$ cat src/core/cdrt_pkg.sv
/*
  Shared constants for the clock-and-data-recovery tolerance and slicer
  configuration block: register indices, field layout, reset values, slicer
  codes, sample phase positions and the synchroniser state encoding.
  Assumes sixteen demodulated samples per bit and two chips per bit.
*/
package cdrt_pkg;

  // APB address width and the word-index slice of the address.
  localparam int          APB_AW        = 12;
  localparam int          IDX_W         = 10;

  // Register indices; the byte address is four times the index.
  localparam logic [9:0]  IDX_CHIP_TOL  = 10'h049;
  localparam logic [9:0]  IDX_BIT_TOL   = 10'h04A;
  localparam logic [9:0]  IDX_EDGE_WIN  = 10'h04B;
  localparam logic [9:0]  IDX_SLICER    = 10'h04C;
  localparam logic [9:0]  IDX_PATTERN   = 10'h051;
  localparam logic [9:0]  IDX_STATUS    = 10'h052;

  // Reset values.
  localparam logic [5:0]  RST_CHIP_TOL  = 6'h0C;
  localparam logic [5:0]  RST_BIT_TOL   = 6'h1E;
  localparam logic [7:0]  RST_EDGE_WIN  = 8'h28;
  localparam logic [7:0]  RST_SLICER    = 8'h90;

  // Tolerance field layout: late in bits 5:3, early in bits 2:0; pattern mode in bits 1:0.
  localparam int          TOL_W         = 6;
  localparam int          LATE_MSB      = 5;
  localparam int          LATE_LSB      = 3;
  localparam int          EARLY_MSB     = 2;
  localparam int          EARLY_LSB     = 0;
  localparam int          PAT_MSB       = 1;

  // Status register layout.
  localparam int          STAT_SYNC     = 0;
  localparam int          STAT_FOUND    = 1;
  localparam int          STAT_IDLE_LSB = 8;
  localparam int          STAT_IDLE_MSB = 16;

  // Slicer configuration codes.
  localparam logic [7:0]  SLC_CHIP_CV   = 8'h90;
  localparam logic [7:0]  SLC_CHIP_LEN  = 8'h94;
  localparam logic [7:0]  SLC_CHIP_TRN  = 8'h95;
  localparam logic [7:0]  SLC_BIT       = 8'h75;

  // Sample phases within one bit and the edge-free counter limit.
  localparam logic [3:0]  PH_BIT_BORDER  = 4'h0;
  localparam logic [3:0]  PH_CHIP_BORDER = 4'h8;
  localparam logic [3:0]  PH_CHIP_A_MID  = 4'h4;
  localparam logic [3:0]  PH_CHIP_B_MID  = 4'hC;
  localparam logic [3:0]  PH_AFTER_BIT   = 4'h1;
  localparam logic [3:0]  PH_AFTER_CHIP  = 4'h9;
  localparam logic [4:0]  PH_PER_BIT     = 5'h10;
  localparam logic [8:0]  IDLE_MAX       = 9'h1FF;

  // Pattern detection modes.
  typedef enum logic [1:0] {
    PAT_SEQ      = 2'b00,
    PAT_PARALLEL = 2'b01,
    PAT_GAP      = 2'b10,
    PAT_EXTENDED = 2'b11
  } cdrt_pat_mode_t;

  // Symbol synchroniser states.
  typedef enum logic [1:0] {
    SY_SEARCH = 2'b00,
    SY_SECOND = 2'b01,
    SY_LOCKED = 2'b10
  } cdrt_sync_t;

endpackage

$ cat src/core/cdrt_core.sv
/*
  Clock-and-data-recovery tolerance checking and data slicer configuration:
  APB register file, edge tolerance judging, edge-free window supervision,
  pattern-based symbol synchronisation and chip or bit slicing into a FIFO
  that feeds either the framer or the raw chip outputs.
  Assumes the sample stream and pattern matches come from logic on core_clk,
  one sample per sixteenth of a bit, and an APB master on the same clock.
*/
`timescale 1ns/100ps
// Functional notes
// - Chip late tolerance, field 5:3.
// - Chip early tolerance, field 2:0.
// - Bit late tolerance, field 5:3.
// - Bit early tolerance, field 2:0.
// - Lose sync when edge-free samples exceed window.
// - Window counts sixteenths directly, reset 28h.
// - Code 90h: chip mode, code-violation end.
// - Code 94h: chip mode, length-only end.
// - Code 95h: transparent chips to raw outputs.
// - Code 75h: bit mode, no violations.
// - Gap mode 10: A then B.
module cdrt_core
  import cdrt_pkg::*;
#(
  parameter int FIFO_DEPTH = 4
) (
  input  wire logic              core_clk,         // Core clock, 40 MHz.
  input  wire logic              rst_b,            // Asynchronous reset, active low.
  input  wire logic              clkEn,            // Freezes all state but the reset synchroniser while low.
  input  wire logic              psel,             // APB select.
  input  wire logic              penable,          // APB access phase.
  input  wire logic              pwrite,           // APB write.
  input  wire logic [APB_AW-1:0] paddr,            // APB byte address.
  input  wire logic [31:0]       pwdata,           // APB write data.
  output logic      [31:0]       prdata,           // APB read data.
  output logic                   pready,           // APB ready.
  output logic                   pslverr,          // APB error, unmapped.
  input  wire logic              sampleValid,      // Sample offered.
  input  wire logic              sampleBit,        // Demodulated sample level.
  output logic                   sampleReady,      // Sample taken when high.
  input  wire logic              patternMatchA,    // Pattern A matched, pulse.
  input  wire logic              patternMatchB,    // Pattern B matched, pulse.
  output logic                   rawChipDataOut,   // Raw chip level.
  output logic                   rawChipStrobeOut, // Raw chip strobe, pulse.
  input  wire logic              rawChipReady,     // Raw consumer can take.
  output logic                   framerData,       // Chip or bit to framer.
  output logic                   framerValid,      // Framer word valid.
  input  wire logic              framerReady,      // Framer takes word.
  output logic                   eomCvCriterion,   // Tuned for violation end.
  output logic                   eomLengthOnly,    // Tuned for length end.
  output logic                   transparentMode,  // Framer bypassed.
  output logic                   bitModeOut,       // Bit slicing active.
  output logic                   symbolSynced,     // Synchronisation held.
  output logic                   timingViolation,  // Edge outside windows.
  output logic                   syncLost          // Sync dropped, pulse.
);

  logic             rstSync1_q;
  logic             rstSync2_q;
  logic             rstN;
  logic [TOL_W-1:0] chipTol_q;
  logic [TOL_W-1:0] bitTol_q;
  logic [7:0]       edgeWin_q;
  logic [7:0]       slicer_q;
  cdrt_pat_mode_t   patMode_q;
  logic             patFound_q;
  logic [IDX_W-1:0] regIdx;
  logic             apbAccess;
  logic             apbWrite;
  logic             regHit;
  logic             prevBit_q;
  logic [3:0]       phase_q;
  logic [8:0]       idleCnt_q;
  cdrt_sync_t       sync_q;
  logic             take;
  logic             sampleEdge;
  logic             edgeOk;
  logic             windowExceeded;
  logic             chipPush;
  logic             fifoInReady;
  logic             fifoOutValid;
  logic             fifoOutData;
  logic             fifoOutReady;

  // Reset release through two flip-flops; assertion stays asynchronous.
  always_ff @(posedge core_clk or negedge rst_b) begin
    if (!rst_b) begin
      rstSync1_q <= 1'b0;
      rstSync2_q <= 1'b0;
    end else begin
      rstSync1_q <= 1'b1;
      rstSync2_q <= rstSync1_q;
    end
  end
  assign rstN = rstSync2_q;

  // APB decode; the slave always answers in the first access cycle.
  assign regIdx    = paddr[APB_AW-1:2];
  assign apbAccess = psel & penable;
  assign apbWrite  = apbAccess & pwrite & clkEn;
  assign pready    = 1'b1;
  assign regHit    = (regIdx == IDX_CHIP_TOL) || (regIdx == IDX_BIT_TOL)
                  || (regIdx == IDX_EDGE_WIN) || (regIdx == IDX_SLICER)
                  || (regIdx == IDX_PATTERN)  || (regIdx == IDX_STATUS);
  assign pslverr   = apbAccess & ~regHit;

  // Configuration registers; bits above each field are dropped on write.
  always_ff @(posedge core_clk or negedge rstN) begin
    if (!rstN) begin
      chipTol_q <= RST_CHIP_TOL;
      bitTol_q  <= RST_BIT_TOL;
      edgeWin_q <= RST_EDGE_WIN;
      slicer_q  <= RST_SLICER;
      patMode_q <= PAT_SEQ;
    end else if (apbWrite) begin
      case (regIdx)
        IDX_CHIP_TOL: chipTol_q <= pwdata[TOL_W-1:0];
        IDX_BIT_TOL:  bitTol_q  <= pwdata[TOL_W-1:0];
        IDX_EDGE_WIN: edgeWin_q <= pwdata[7:0];
        IDX_SLICER:   slicer_q  <= pwdata[7:0];
        IDX_PATTERN:  patMode_q <= cdrt_pat_mode_t'(pwdata[PAT_MSB:0]);
        default:      ;
      endcase
    end
  end

  // Read mux; unused and unmapped bits read as zero.
  always_comb begin
    prdata = 32'h0000_0000;
    if (apbAccess && !pwrite) begin
      case (regIdx)
        IDX_CHIP_TOL: prdata[TOL_W-1:0] = chipTol_q;
        IDX_BIT_TOL:  prdata[TOL_W-1:0] = bitTol_q;
        IDX_EDGE_WIN: prdata[7:0] = edgeWin_q;
        IDX_SLICER:   prdata[7:0] = slicer_q;
        IDX_PATTERN:  prdata[PAT_MSB:0] = patMode_q;
        IDX_STATUS: begin
          prdata[STAT_SYNC]  = (sync_q == SY_LOCKED);
          prdata[STAT_FOUND] = patFound_q;
          prdata[STAT_IDLE_MSB:STAT_IDLE_LSB] = idleCnt_q;
        end
        default:      prdata = 32'h0000_0000;
      endcase
    end
  end

  // Sample acceptance and edge detection; the FIFO back-pressures the stream.
  assign sampleReady = fifoInReady;
  assign take        = clkEn & sampleValid & fifoInReady;
  assign sampleEdge  = take & (sampleBit != prevBit_q);

  cdrt_edge_judge u_judge (
    .phase            (phase_q),
    .chipLate         (chipTol_q[LATE_MSB:LATE_LSB]),
    .chipEarly        (chipTol_q[EARLY_MSB:EARLY_LSB]),
    .bitLate          (bitTol_q[LATE_MSB:LATE_LSB]),
    .bitEarly         (bitTol_q[EARLY_MSB:EARLY_LSB]),
    .accept           (edgeOk),
    .snapPhase_unused (),
    .nextPhase        ()
  );

  // Phase counts taken samples, so accepted edges never shift the ideal border grid.
  always_ff @(posedge core_clk or negedge rstN) begin
    if (!rstN) begin
      prevBit_q <= 1'b0;
      phase_q   <= PH_BIT_BORDER;
    end else if (take) begin
      prevBit_q <= sampleBit;
      phase_q   <= phase_q + 1'b1;
    end
  end

  // Edge-free sample counter, restarted by every edge and saturating.
  always_ff @(posedge core_clk or negedge rstN) begin
    if (!rstN) begin
      idleCnt_q <= '0;
    end else if (sampleEdge) begin
      idleCnt_q <= '0;
    end else if (take && idleCnt_q != IDLE_MAX) begin
      idleCnt_q <= idleCnt_q + 1'b1;
    end
  end

  // The window value is a count of sixteenths, compared without scaling.
  assign windowExceeded = (idleCnt_q > {1'b0, edgeWin_q});

  // Synchronisation: patterns establish it, a long edge-free run ends it.
  // In gap mode the wait between A and B relies on a widened window.
  always_ff @(posedge core_clk or negedge rstN) begin
    if (!rstN) begin
      sync_q <= SY_SEARCH;
    end else if (clkEn) begin
      case (sync_q)
        SY_SEARCH: begin
          if ((patMode_q == PAT_PARALLEL || patMode_q == PAT_EXTENDED)
              && (patternMatchA || patternMatchB)) begin
            sync_q <= SY_LOCKED;
          end else if (patternMatchA) begin
            sync_q <= SY_SECOND;
          end
        end
        SY_SECOND: begin
          if (patternMatchB) begin
            sync_q <= SY_LOCKED;
          end else if (windowExceeded) begin
            sync_q <= SY_SEARCH;
          end
        end
        SY_LOCKED: begin
          if (windowExceeded) begin
            sync_q <= SY_SEARCH;
          end
        end
        default: sync_q <= SY_SEARCH;
      endcase
    end
  end
  assign symbolSynced = (sync_q == SY_LOCKED);

  // Event pulses and the sticky pattern flag; set wins over clear.
  always_ff @(posedge core_clk or negedge rstN) begin
    if (!rstN) begin
      timingViolation <= 1'b0;
      syncLost        <= 1'b0;
      patFound_q      <= 1'b0;
    end else if (clkEn) begin
      timingViolation <= sampleEdge & ~edgeOk;
      syncLost        <= (sync_q == SY_LOCKED) & windowExceeded;
      if (sync_q == SY_SECOND && patternMatchB) begin
        patFound_q <= 1'b1;
      end else if (apbWrite && regIdx == IDX_STATUS) begin
        patFound_q <= 1'b0;
      end
    end
  end

  // Slicer mode decode from the configuration code.
  assign eomCvCriterion  = (slicer_q == SLC_CHIP_CV);
  assign eomLengthOnly   = (slicer_q == SLC_CHIP_LEN);
  assign transparentMode = (slicer_q == SLC_CHIP_TRN);
  assign bitModeOut      = (slicer_q == SLC_BIT);

  // Chips are sliced at both chip centres, bits at the second one only.
  assign chipPush = take & symbolSynced
                  & ((phase_q == PH_CHIP_B_MID)
                  | (!bitModeOut && phase_q == PH_CHIP_A_MID));

  cdrt_fifo #(
    .WIDTH (1),
    .DEPTH (FIFO_DEPTH)
  ) u_fifo (
    .clk      (core_clk),
    .rstN     (rstN),
    .clkEn    (clkEn),
    .inValid  (chipPush),
    .inReady  (fifoInReady),
    .inData   (sampleBit),
    .outValid (fifoOutValid),
    .outReady (fifoOutReady),
    .outData  (fifoOutData)
  );

  // The FIFO drains to the raw outputs or to the framer, never both.
  assign fifoOutReady = transparentMode ? rawChipReady : framerReady;
  assign framerValid  = fifoOutValid & ~transparentMode;
  assign framerData   = fifoOutData;

  // Raw chip outputs: level held, strobe one cycle per chip.
  always_ff @(posedge core_clk or negedge rstN) begin
    if (!rstN) begin
      rawChipDataOut   <= 1'b0;
      rawChipStrobeOut <= 1'b0;
    end else if (clkEn) begin
      rawChipStrobeOut <= transparentMode & fifoOutValid & rawChipReady;
      if (transparentMode && fifoOutValid && rawChipReady) begin
        rawChipDataOut <= fifoOutData;
      end
    end
  end
endmodule // cdrt_core

$ cat src/core/cdrt_edge_judge.sv
/*
  Judges one detected edge against the chip and bit border tolerances and
  gives the phase just after the chosen border, which the core's sample counter ignores.
  Assumes phase 0 is the ideal bit border and phase 8 the mid-bit chip border.
*/
`timescale 1ns/100ps
module cdrt_edge_judge
  import cdrt_pkg::*;
(
  input  wire logic [3:0] phase,     // Phase of the sample holding the edge.
  input  wire logic [2:0] chipLate,  // Samples allowed after a chip border.
  input  wire logic [2:0] chipEarly, // Samples allowed before a chip border.
  input  wire logic [2:0] bitLate,   // Samples allowed after a bit border.
  input  wire logic [2:0] bitEarly,  // Samples allowed before a bit border.
  output logic            accept,    // Edge lies inside a window.
  output logic            snapPhase_unused, // Kept low; reserved.
  output logic [3:0]      nextPhase  // Phase just after the chosen border; left unconnected in the core.
);

  logic [3:0] afterChip;
  logic [3:0] beforeChip;
  logic [4:0] beforeBit;
  logic       bitOk;
  logic       chipOk;
  logic       firstHalf;

  // Distances from the nearest borders on each side.
  assign firstHalf        = (phase < PH_CHIP_BORDER);
  assign afterChip        = phase - PH_CHIP_BORDER;
  assign beforeChip       = PH_CHIP_BORDER - phase;
  assign beforeBit        = PH_PER_BIT - {1'b0, phase};
  assign snapPhase_unused = 1'b0;

  // Window tests; the closer border wins when both windows hold the edge.
  always_comb begin
    if (firstHalf) begin
      bitOk  = (phase <= {1'b0, bitLate});
      chipOk = (beforeChip <= {1'b0, chipEarly});
      nextPhase = (bitOk && (phase <= PH_CHIP_A_MID || !chipOk))
                  ? PH_AFTER_BIT : PH_AFTER_CHIP;
    end else begin
      chipOk = (afterChip <= {1'b0, chipLate});
      bitOk  = (phase != PH_BIT_BORDER)
               && (beforeBit <= {2'b00, bitEarly});
      nextPhase = (chipOk && (phase <= PH_CHIP_B_MID || !bitOk))
                  ? PH_AFTER_CHIP : PH_AFTER_BIT;
    end
    accept = bitOk | chipOk;
  end

endmodule // cdrt_edge_judge

$ cat src/core/cdrt_fifo.sv
/*
  Small synchronous FIFO for the recovered chip stream, with valid and ready
  on both sides and honest full and empty.
  Assumes one clock, an active-low reset already synchronised, and a clock
  enable that freezes all state while low.
*/
`timescale 1ns/100ps
module cdrt_fifo
  import cdrt_pkg::*;
#(
  parameter int WIDTH = 1,
  parameter int DEPTH = 4
) (
  input  wire logic             clk,      // Core clock.
  input  wire logic             rstN,     // Synchronised reset, active low.
  input  wire logic             clkEn,    // Freezes all state while low.
  input  wire logic             inValid,  // Writer offers a word.
  output logic                  inReady,  // Room for a word.
  input  wire logic [WIDTH-1:0] inData,   // Word to store.
  output logic                  outValid, // A word is waiting.
  input  wire logic             outReady, // Reader takes the word.
  output logic      [WIDTH-1:0] outData   // Oldest word.
);

  localparam int AW = (DEPTH > 1) ? $clog2(DEPTH) : 1;

  logic [WIDTH-1:0] mem [DEPTH];
  logic [AW-1:0]    wrPtr_q;
  logic [AW-1:0]    rdPtr_q;
  logic [AW:0]      count_q;
  logic             push;
  logic             pop;

  // Handshake terms; the frozen clock enable blocks both sides.
  assign inReady  = (count_q != (AW+1)'(DEPTH));
  assign outValid = (count_q != '0);
  assign push     = clkEn & inValid & inReady;
  assign pop      = clkEn & outValid & outReady;
  assign outData  = mem[rdPtr_q];

  // Storage array, written only on an accepted push.
  always_ff @(posedge clk) begin
    if (push) begin
      mem[wrPtr_q] <= inData;
    end
  end

  // Pointers wrap at the depth; count tracks occupancy.
  always_ff @(posedge clk or negedge rstN) begin
    if (!rstN) begin
      wrPtr_q <= '0;
      rdPtr_q <= '0;
      count_q <= '0;
    end else begin
      if (push) begin
        wrPtr_q <= (wrPtr_q == AW'(DEPTH - 1)) ? '0 : wrPtr_q + 1'b1;
      end
      if (pop) begin
        rdPtr_q <= (rdPtr_q == AW'(DEPTH - 1)) ? '0 : rdPtr_q + 1'b1;
      end
      count_q <= count_q + (AW+1)'(push) - (AW+1)'(pop);
    end
  end
endmodule // cdrt_fifo

$ cat config.mk
export PLATFORM = sky130hd
export DESIGN_NAME = cdrt_core
export DESIGN_NICKNAME = d
export VERILOG_FILES = /design/src/core/cdrt_pkg.sv /design/src/core/cdrt_core.sv /design/src/core/cdrt_edge_judge.sv /design/src/core/cdrt_fifo.sv
export SDC_FILE = /design/constraint.sdc
export NUM_CORES = 1
export LEC_CHECK = 0
export ABC_CLOCK_PERIOD_IN_PS = 3900
export BUFFER_PORTS_ARGS = -buffer_cell sky130_fd_sc_hd__buf_4
export CORE_MARGIN = 5
export CORE_UTILIZATION = 45
export CTS_BUF_LIST = sky130_fd_sc_hd__clkbuf_4 sky130_fd_sc_hd__clkbuf_8
export DETAILED_ROUTE_END_ITERATION = 16
export GPL_TIMING_DRIVEN = 0
export PLACE_DENSITY = 0.69
export SKIP_LAST_GASP = 1
export SLEW_MARGIN = 20
export SYNTH_ARGS = -nofsm -noshare
export SYNTH_HDL_FRONTEND = slang
export SYNTH_SLANG_ARGS = --single-unit
$ cat constraint.sdc
create_clock -name core_clk -period 3.9 [get_ports core_clk]
set_clock_uncertainty 0.1 [all_clocks]
set_input_delay 0.585 -clock core_clk [delete_from_list [all_inputs] [get_ports core_clk]]
set_output_delay 0.585 -clock core_clk [all_outputs]
set_load 0.03 [all_outputs]
==> results.yml, run 1 <==
status:
  status: "complete, no violations"
logic_synthesis:
  yosysTopAreaCell: "dfrtp_1"
  syn_inst: 388
  ys_warn_count: 0
  yosysSeqAreaShare_pct: 40.31
  synth_ff_type: "dfrtp_1"
  synth_area_per_cell_um2: 10.45
  ys_top_cells_by_area: "dfrtp_1 (31%), ha_1 (9.6%), mux2_2 (8.9%), dfstp_2 (6.5%), inv_1 (3.1%)"
  synth_edf_count: 4
  syn_area_um2: 4054
  yosys.area.top_type_share_pct: 30.86
  synthArstFlopShare_pct: 93.75
  synth_cell_types: 67
  yosys_register_bits: 64
critical_path:
  crit_required_ps: 3210
  startpoint_type: "input port"
  critPathCaptureType: "output port"
  crit_fanout: 8
  arrival_ps: 2210
  critPathKind: "in2out"
  critPathMaxStageDelay_ps: 590
  path_buf_inv: 2
  crit_top_cell: "buf_4"
  slowest_stage: "nor3_1"
  worstPathCellList: "buf_4 -> nor3b_4 -> nand4_1 -> nor3_1 -> and2_1 -> buf_4"
  crit_family: "simple AND/OR/NAND/NOR gates"
  r2r_slack_ps: 1050
floorplan:
  die_area_um2: 11010
  die_h_um: 104.9
  start_util_pct: 46.26
  boundaryPins: 102
  dieWidth_um: 104.9
  rows: 34
  placeableCoreArea_um2: 8763
timing:
  finalSetupViolations: 0
  fin_ws_ps: 1009
  worst_pin_slew_ps: 598.8
  final.setup.tns_ps: 0
  finalHoldViolCount: 0
  rsz0062_at_grt: "false"
  post-route-period-util_pct: 74.13
  layout_min_cycle_time_ps: 2891
  max_slew_margin_pct: 59.77
  max_freq_mhz: 345.9
  maxSlewViolCount: 0
clocking:
  post_cts_buffers: 0
  hold_buffers: 1
  cts_buffers: 9
  worstSkewPairLatency_ps: 350
  cts-resized-gates: 0
  htreeDepth: 3
  cts.sinks: 64
  root_buffer: "clkbuf_8"
  cts_tree: "done"
  cts.clk_slew.worst_paths_ps: 60
  clockBufferDepth: 2
routing:
  routed_wl_mm: 9.410
  vias: 3110
  first_pass_iters: 4
  drc: 0
  viasPerCell: 5.298
  drtIter0Drc: 158
  antenna_left: 0
  post_drt_wl_per_cell_um: 16.03
job:
  drv_cap: 0
power:
  switchingPower_uw: 788.5
  p_per_area_nw_per_um2: 440.8
  p_int_uw: 1364
  seq_power_share_pct: 41.1
  peakVddDrop_mv: 0.3634
  finalPower_uw: 2152
  switching_share_pct: 36.64
  power.leakage_uw: 0.002327
  power_frac_comb_pct: 36.2
  clockPowerShare_pct: 22.7
place:
  io_buffers: 58
  gp_congestion: 0.8540
  pre_cts_ws_ps: 934.9
  dp_hpwl_mm: 7.515
  placed_area_um2: 4705
worst_hold_path:
  hp-class: "reg2async"
cells_and_area:
  drive_gt1_share_pct: 31.94
  final_area_um2: 4882
  syn2layout_area_growth_pct: 20.43
  final_common_cell: "buf_4"
  fin_util_pct: 55.71
  final_nets: 562
  final_cell_mix: "buf_4 (74), dfrtp_1 (49), inv_1 (34), mux2_2 (32), ha_1 (31)"
  n_antenna_cell: 0
global_route:
  grt_pass1_wl_mm: 15.46
  globalRouteOverflowTotal: 0
  grt_max_degree: 32
  antenna_found_initial: 0
  grt_use_total_pct: 17.40
  grt_pass1_vias: 3116
-- through the flow --
stage	std cells	hold WS, ps
finish	587	155.5
global route	587	198.1
CTS	587	176.2
floorplan	403	189.4
global placement	569	236.9
detailed placement	570	176.0
-- sequential cells by signal (all words and copies together), names as in the netlist --
| register | flops |
|---|---|
| idleCnt_q | 9 |
| edgeWin_q | 8 |
| slicer_q | 8 |
| bitTol_q | 6 |
| chipTol_q | 6 |
| phase_q | 4 |
| u_fifo.mem | 4 |
| u_fifo.count_q | 3 |
| patMode_q | 2 |
| sync_q | 2 |
| u_fifo.rdPtr_q | 2 |
| u_fifo.wrPtr_q | 2 |
| patFound_q | 1 |
| prevBit_q | 1 |
| rawChipDataOut | 1 |
| rawChipStrobeOut | 1 |
| rstN | 1 |
| rstSync1_q | 1 |
| syncLost | 1 |
| timingViolation | 1 |
-- final timing paths --
check / start / end / depth (start not counted)
max reg2reg: slicer_q[1]$_DFFE_PN0P_ / u_fifo.count_q[2]$_DFF_PN0_ / 10
min in group core_clk: rstSync1_q$_DFF_PN0_ / rstN$_DFF_PN0_ / 0
max: paddr[7] / prdata[12] / 6
max in group asynchronous: rstN$_DFF_PN0_ / slicer_q[7]$_DFFE_PN1P_ / 1
min reg2reg: rstN$_DFF_PN0_ / phase_q[0]$_DFFE_PN0P_ / 0
min: rstN$_DFF_PN0_ / phase_q[0]$_DFFE_PN0P_ / 0
-- kinds of logic after synthesis --
family                     count (synthesis)  share of synthesized area (%)
buffers and inverters                     58                          7.161
AOI/OAI and AO/OA                         63                          10.53
adders and majority gates                 32                          10.06
and+or+nand+nor                          120                          18.74
other                                      2                         0.1853
muxes                                     37                          10.43
DFF                                       64                          40.31
xor gates and xnor gates                  12                          2.593
-- power groups by stage --
stage / Clock [uW] / Sequential [uW] / Combinational, uW
after detailed placement: 0 / 894 / 777
after floorplan: 0 / 879 / 557
final: 489 / 884 / 779
after global placement: 0 / 894 / 726
after CTS: 502 / 883 / 783
after global routing: 536 / 903 / 877
-- cell usage after synthesis, types with 6 or more instances --
cell / count
nand4_1: 6
o21ai_0: 15
mux2_2: 32
nor2_1: 24
a21oi_1: 10
o22ai_1: 6
nor2b_1: 8
dfrtp_1: 50
buf_4: 16
ha_1: 31
xor2_1: 6
nand2_1: 18
inv_1: 34
and2_1: 16
dfstp_2: 10
nor3_1: 6
xnor2_1: 6
a22oi_1: 8
nand3_1: 7
-- routing by layer --
metal | global-route usage, % | share of wire [%] | wire [um] | vias to the layer above
li1 | - | - | - | 1518
met1 | 22.34 | 45 | 4197 | 1487
met2 | 28.15 | 46 | 4349 | 92
met3 | 4.994 | 7.3 | 688 | 13
met4 | 6.027 | 1.9 | 175 | 0
met5 | 0 | 0 | 0 | -
-- worst register-to-register path, delay by kind of cell, from the launching register on --
family | cells | cell delay, ps
fa+ha+maj | 3 | 860
flops | 1 | 420
simple gates | 4 | 990
xor+xnor | 2 | 360
buf+inv | 1 | 40
-- layout make-up --
| type | instances | area (um2) |
|---|---|---|
| buffer | 24 | 162.7 |
| timing repair buffer | 60 | 465.4 |
| sequential | 64 | 1638 |
| inverter | 34 | 127.6 |
| fill | 786 | 3881 |
| clock buffer | 12 | 146.4 |
| clock inverter | 4 | 21.27 |
| tap | 108 | 135.1 |
| multi-input combinational | 281 | 2186 |
No activity file was read; power rests on OpenSTA's default activity.
==> run 2: changes to the inputs <==
Settings changed: ABC_CLOCK_PERIOD_IN_PS 3900 to 2500, PLACE_DENSITY 0.69 to 0.72.
Clock period 3.9 ns to 2.5 ns, I/O delays scaled along.
==> results.yml, run 2 (synthesis gave the netlist of run 1 again) <==
status:
  status: "complete, no violations"
timing:
  fin_ws_ps: 4.305
  final.setup.tns_ps: 0
  layout_min_cycle_time_ps: 2496
  maxSlewViolCount: 0
  finalSetupViolations: 0
  max_slew_margin_pct: 62.58
  finalHoldViolCount: 0
  worst_pin_slew_ps: 557.1
  max_freq_mhz: 400.7
  post-route-period-util_pct: 99.83
  rsz0062_at_grt: "true"
cells_and_area:
  multiInputGateArea_um2: 2278
  top_register: "idleCnt_q"
  nFillCells: 785
  largest_register_ffs: 9
  drive_gt1_share_pct: 35.05
  final_cell_mix: "buf_4 (80), dfrtp_1 (49), inv_1 (34), mux2_2 (32), ha_1 (29)"
  syn2layout_area_growth_pct: 25.52
  final_common_cell: "buf_4"
  n_antenna_cell: 0
  seqCellArea_um2: 1638
  final_nets: 568
  largest_registers: "idleCnt_q (9), edgeWin_q (8), slicer_q (8)"
critical_path:
  slowest_stage: "dfstp_2"
  r2r_slack_ps: 4
  r2r_end: "u_fifo.count_q[2]$_DFF_PN0_"
  worstPathCellList: "nand4bb_4 -> nor2_4 -> nand3b_1 -> nand2_2 -> ha_4 -> inv_1 -> ha_2 -> fa_2 -> xnor2_2 -> xnor2_1"
  critPathKind: "reg2reg"
  arrival_ps: 2670
  crit_required_ps: 2680
  worst_r2r_path_depth: 10
  critPathMaxStageDelay_ps: 600
  startpoint_type: "flop"
  critPathCaptureType: "flop"
  r2r-start: "slicer_q[7]$_DFFE_PN1P_"
  crit_fanout: 4
power:
  peakVddDrop_mv: 0.5316
  p_int_uw: 2357
  finalPower_uw: 3648
  seq_power_share_pct: 37.6
  p_per_area_nw_per_um2: 716.8
  power_frac_comb_pct: 34.4
  clockPowerShare_pct: 28.0
  power.leakage_uw: 0.002391
  switchingPower_uw: 1291
  switching_share_pct: 35.39
place:
  pre_cts_ws_ps: -149.9
  gp_congestion: 0.8600
  dp_hpwl_mm: 7.384
  io_buffers: 58
global_route:
  globalRouteOverflowTotal: 0
  grt_max_degree: 48
  grt_use_total_pct: 17.74
  grt_pass1_vias: 3226
  antenna_found_initial: 0
  grt_pass1_wl_mm: 15.79
floorplan:
  dieWidth_um: 104.9
  boundaryPins: 102
  die_area_um2: 11010
  die_h_um: 104.9
  start_util_pct: 46.26
  rows: 34
  placeableCoreArea_um2: 8763
job:
  drv_cap: 0
routing:
  routed_wl_mm: 9.459
  vias: 3110
  post_drt_wl_per_cell_um: 15.95
  antenna_left: 0
  drc: 0
  drtIter0Drc: 118
  first_pass_iters: 4
  viasPerCell: 5.245
clocking:
  cts_buffers: 9
  worstSkewPairLatency_ps: 350
  cts_tree: "done"
  root_buffer: "clkbuf_8"
  htreeDepth: 3
  cts.sinks: 64
  clockBufferDepth: 2
  cts.clk_slew.worst_paths_ps: 80
worst_hold_path:
  hp-class: "reg2async"
==> run 2: through the flow <==
stage,util (%),hold slack [ps],cell area (um2),cells
global placement,53.53,57.29,4691,569
CTS,57.12,89.30,5006,588
detailed placement,53.88,59.41,4722,570
floorplan,-,-20.59,4120,403
global route,58.07,108.6,5089,593
finish,58.07,84.13,5089,593
==> run 2: power groups by stage <==
stage	clock (uW)	sequential (uW)	combinational, uW
finish	1020	1370	1250
global route	1090	1410	1420
CTS	1050	1370	1220
detailed placement	0	1390	1210
global placement	0	1390	1140
floorplan	0	1370	869
==> run 2: layout make-up <==
| cell class | instances | share of cell area, % |
|---|---|---|
| inverter | 34 | 2.508 |
| timing repair buffer | 66 | 10.18 |
| clock buffer | 10 | 2.705 |
| tap | 108 | 2.656 |
| buffer | 24 | 3.196 |
| clock inverter | 6 | 1.795 |
| sequential | 64 | 32.19 |
| multi-input combinational | 281 | 44.78 |
==> run 2: worst max-delay path by stage <==
stage                            startpoint                           to  slack (ps)  cells after the start
floorplan           slicer_q[7]$_DFFE_PN1P_  u_fifo.count_q[2]$_DFF_PN0_           8                     10
global placement             rstN$_DFF_PN0_      slicer_q[6]$_DFFE_PN0P_        -130                      0
detailed placement  slicer_q[7]$_DFFE_PN1P_  u_fifo.count_q[2]$_DFF_PN0_        -150                     10
CTS                 slicer_q[7]$_DFFE_PN1P_  u_fifo.count_q[2]$_DFF_PN0_         -40                     10
global route        slicer_q[7]$_DFFE_PN1P_  u_fifo.count_q[2]$_DFF_PN0_         -60                     10
finish              slicer_q[7]$_DFFE_PN1P_  u_fifo.count_q[2]$_DFF_PN0_           4                     10
==> run 2: metal layers <==
layer | up-vias | routed length (um) | track usage, %
met5 | - | 0 | 0
met4 | 0 | 133 | 5.845
met3 | 13 | 693 | 4.871
met2 | 98 | 4449 | 28.91
met1 | 1475 | 4183 | 22.87
li1 | 1524 | - | -
==> run 2: critical path, delay by kind of cell, from the launching register on <==
kind | cells | cell delay (ps)
fa+ha+maj | 3 | 810
buf+inv | 1 | 30
simple gates | 4 | 580
flops | 1 | 600
xor+xnor | 2 | 310
==> run 2: repair_timing <==
item,CTS,global route
endpoints found under the hold margin,2,0
hold buffers,1,0
gates resized for setup,4,7
setup endpoints to repair,9,13
buffers inserted,1,5
pin swaps,1,8
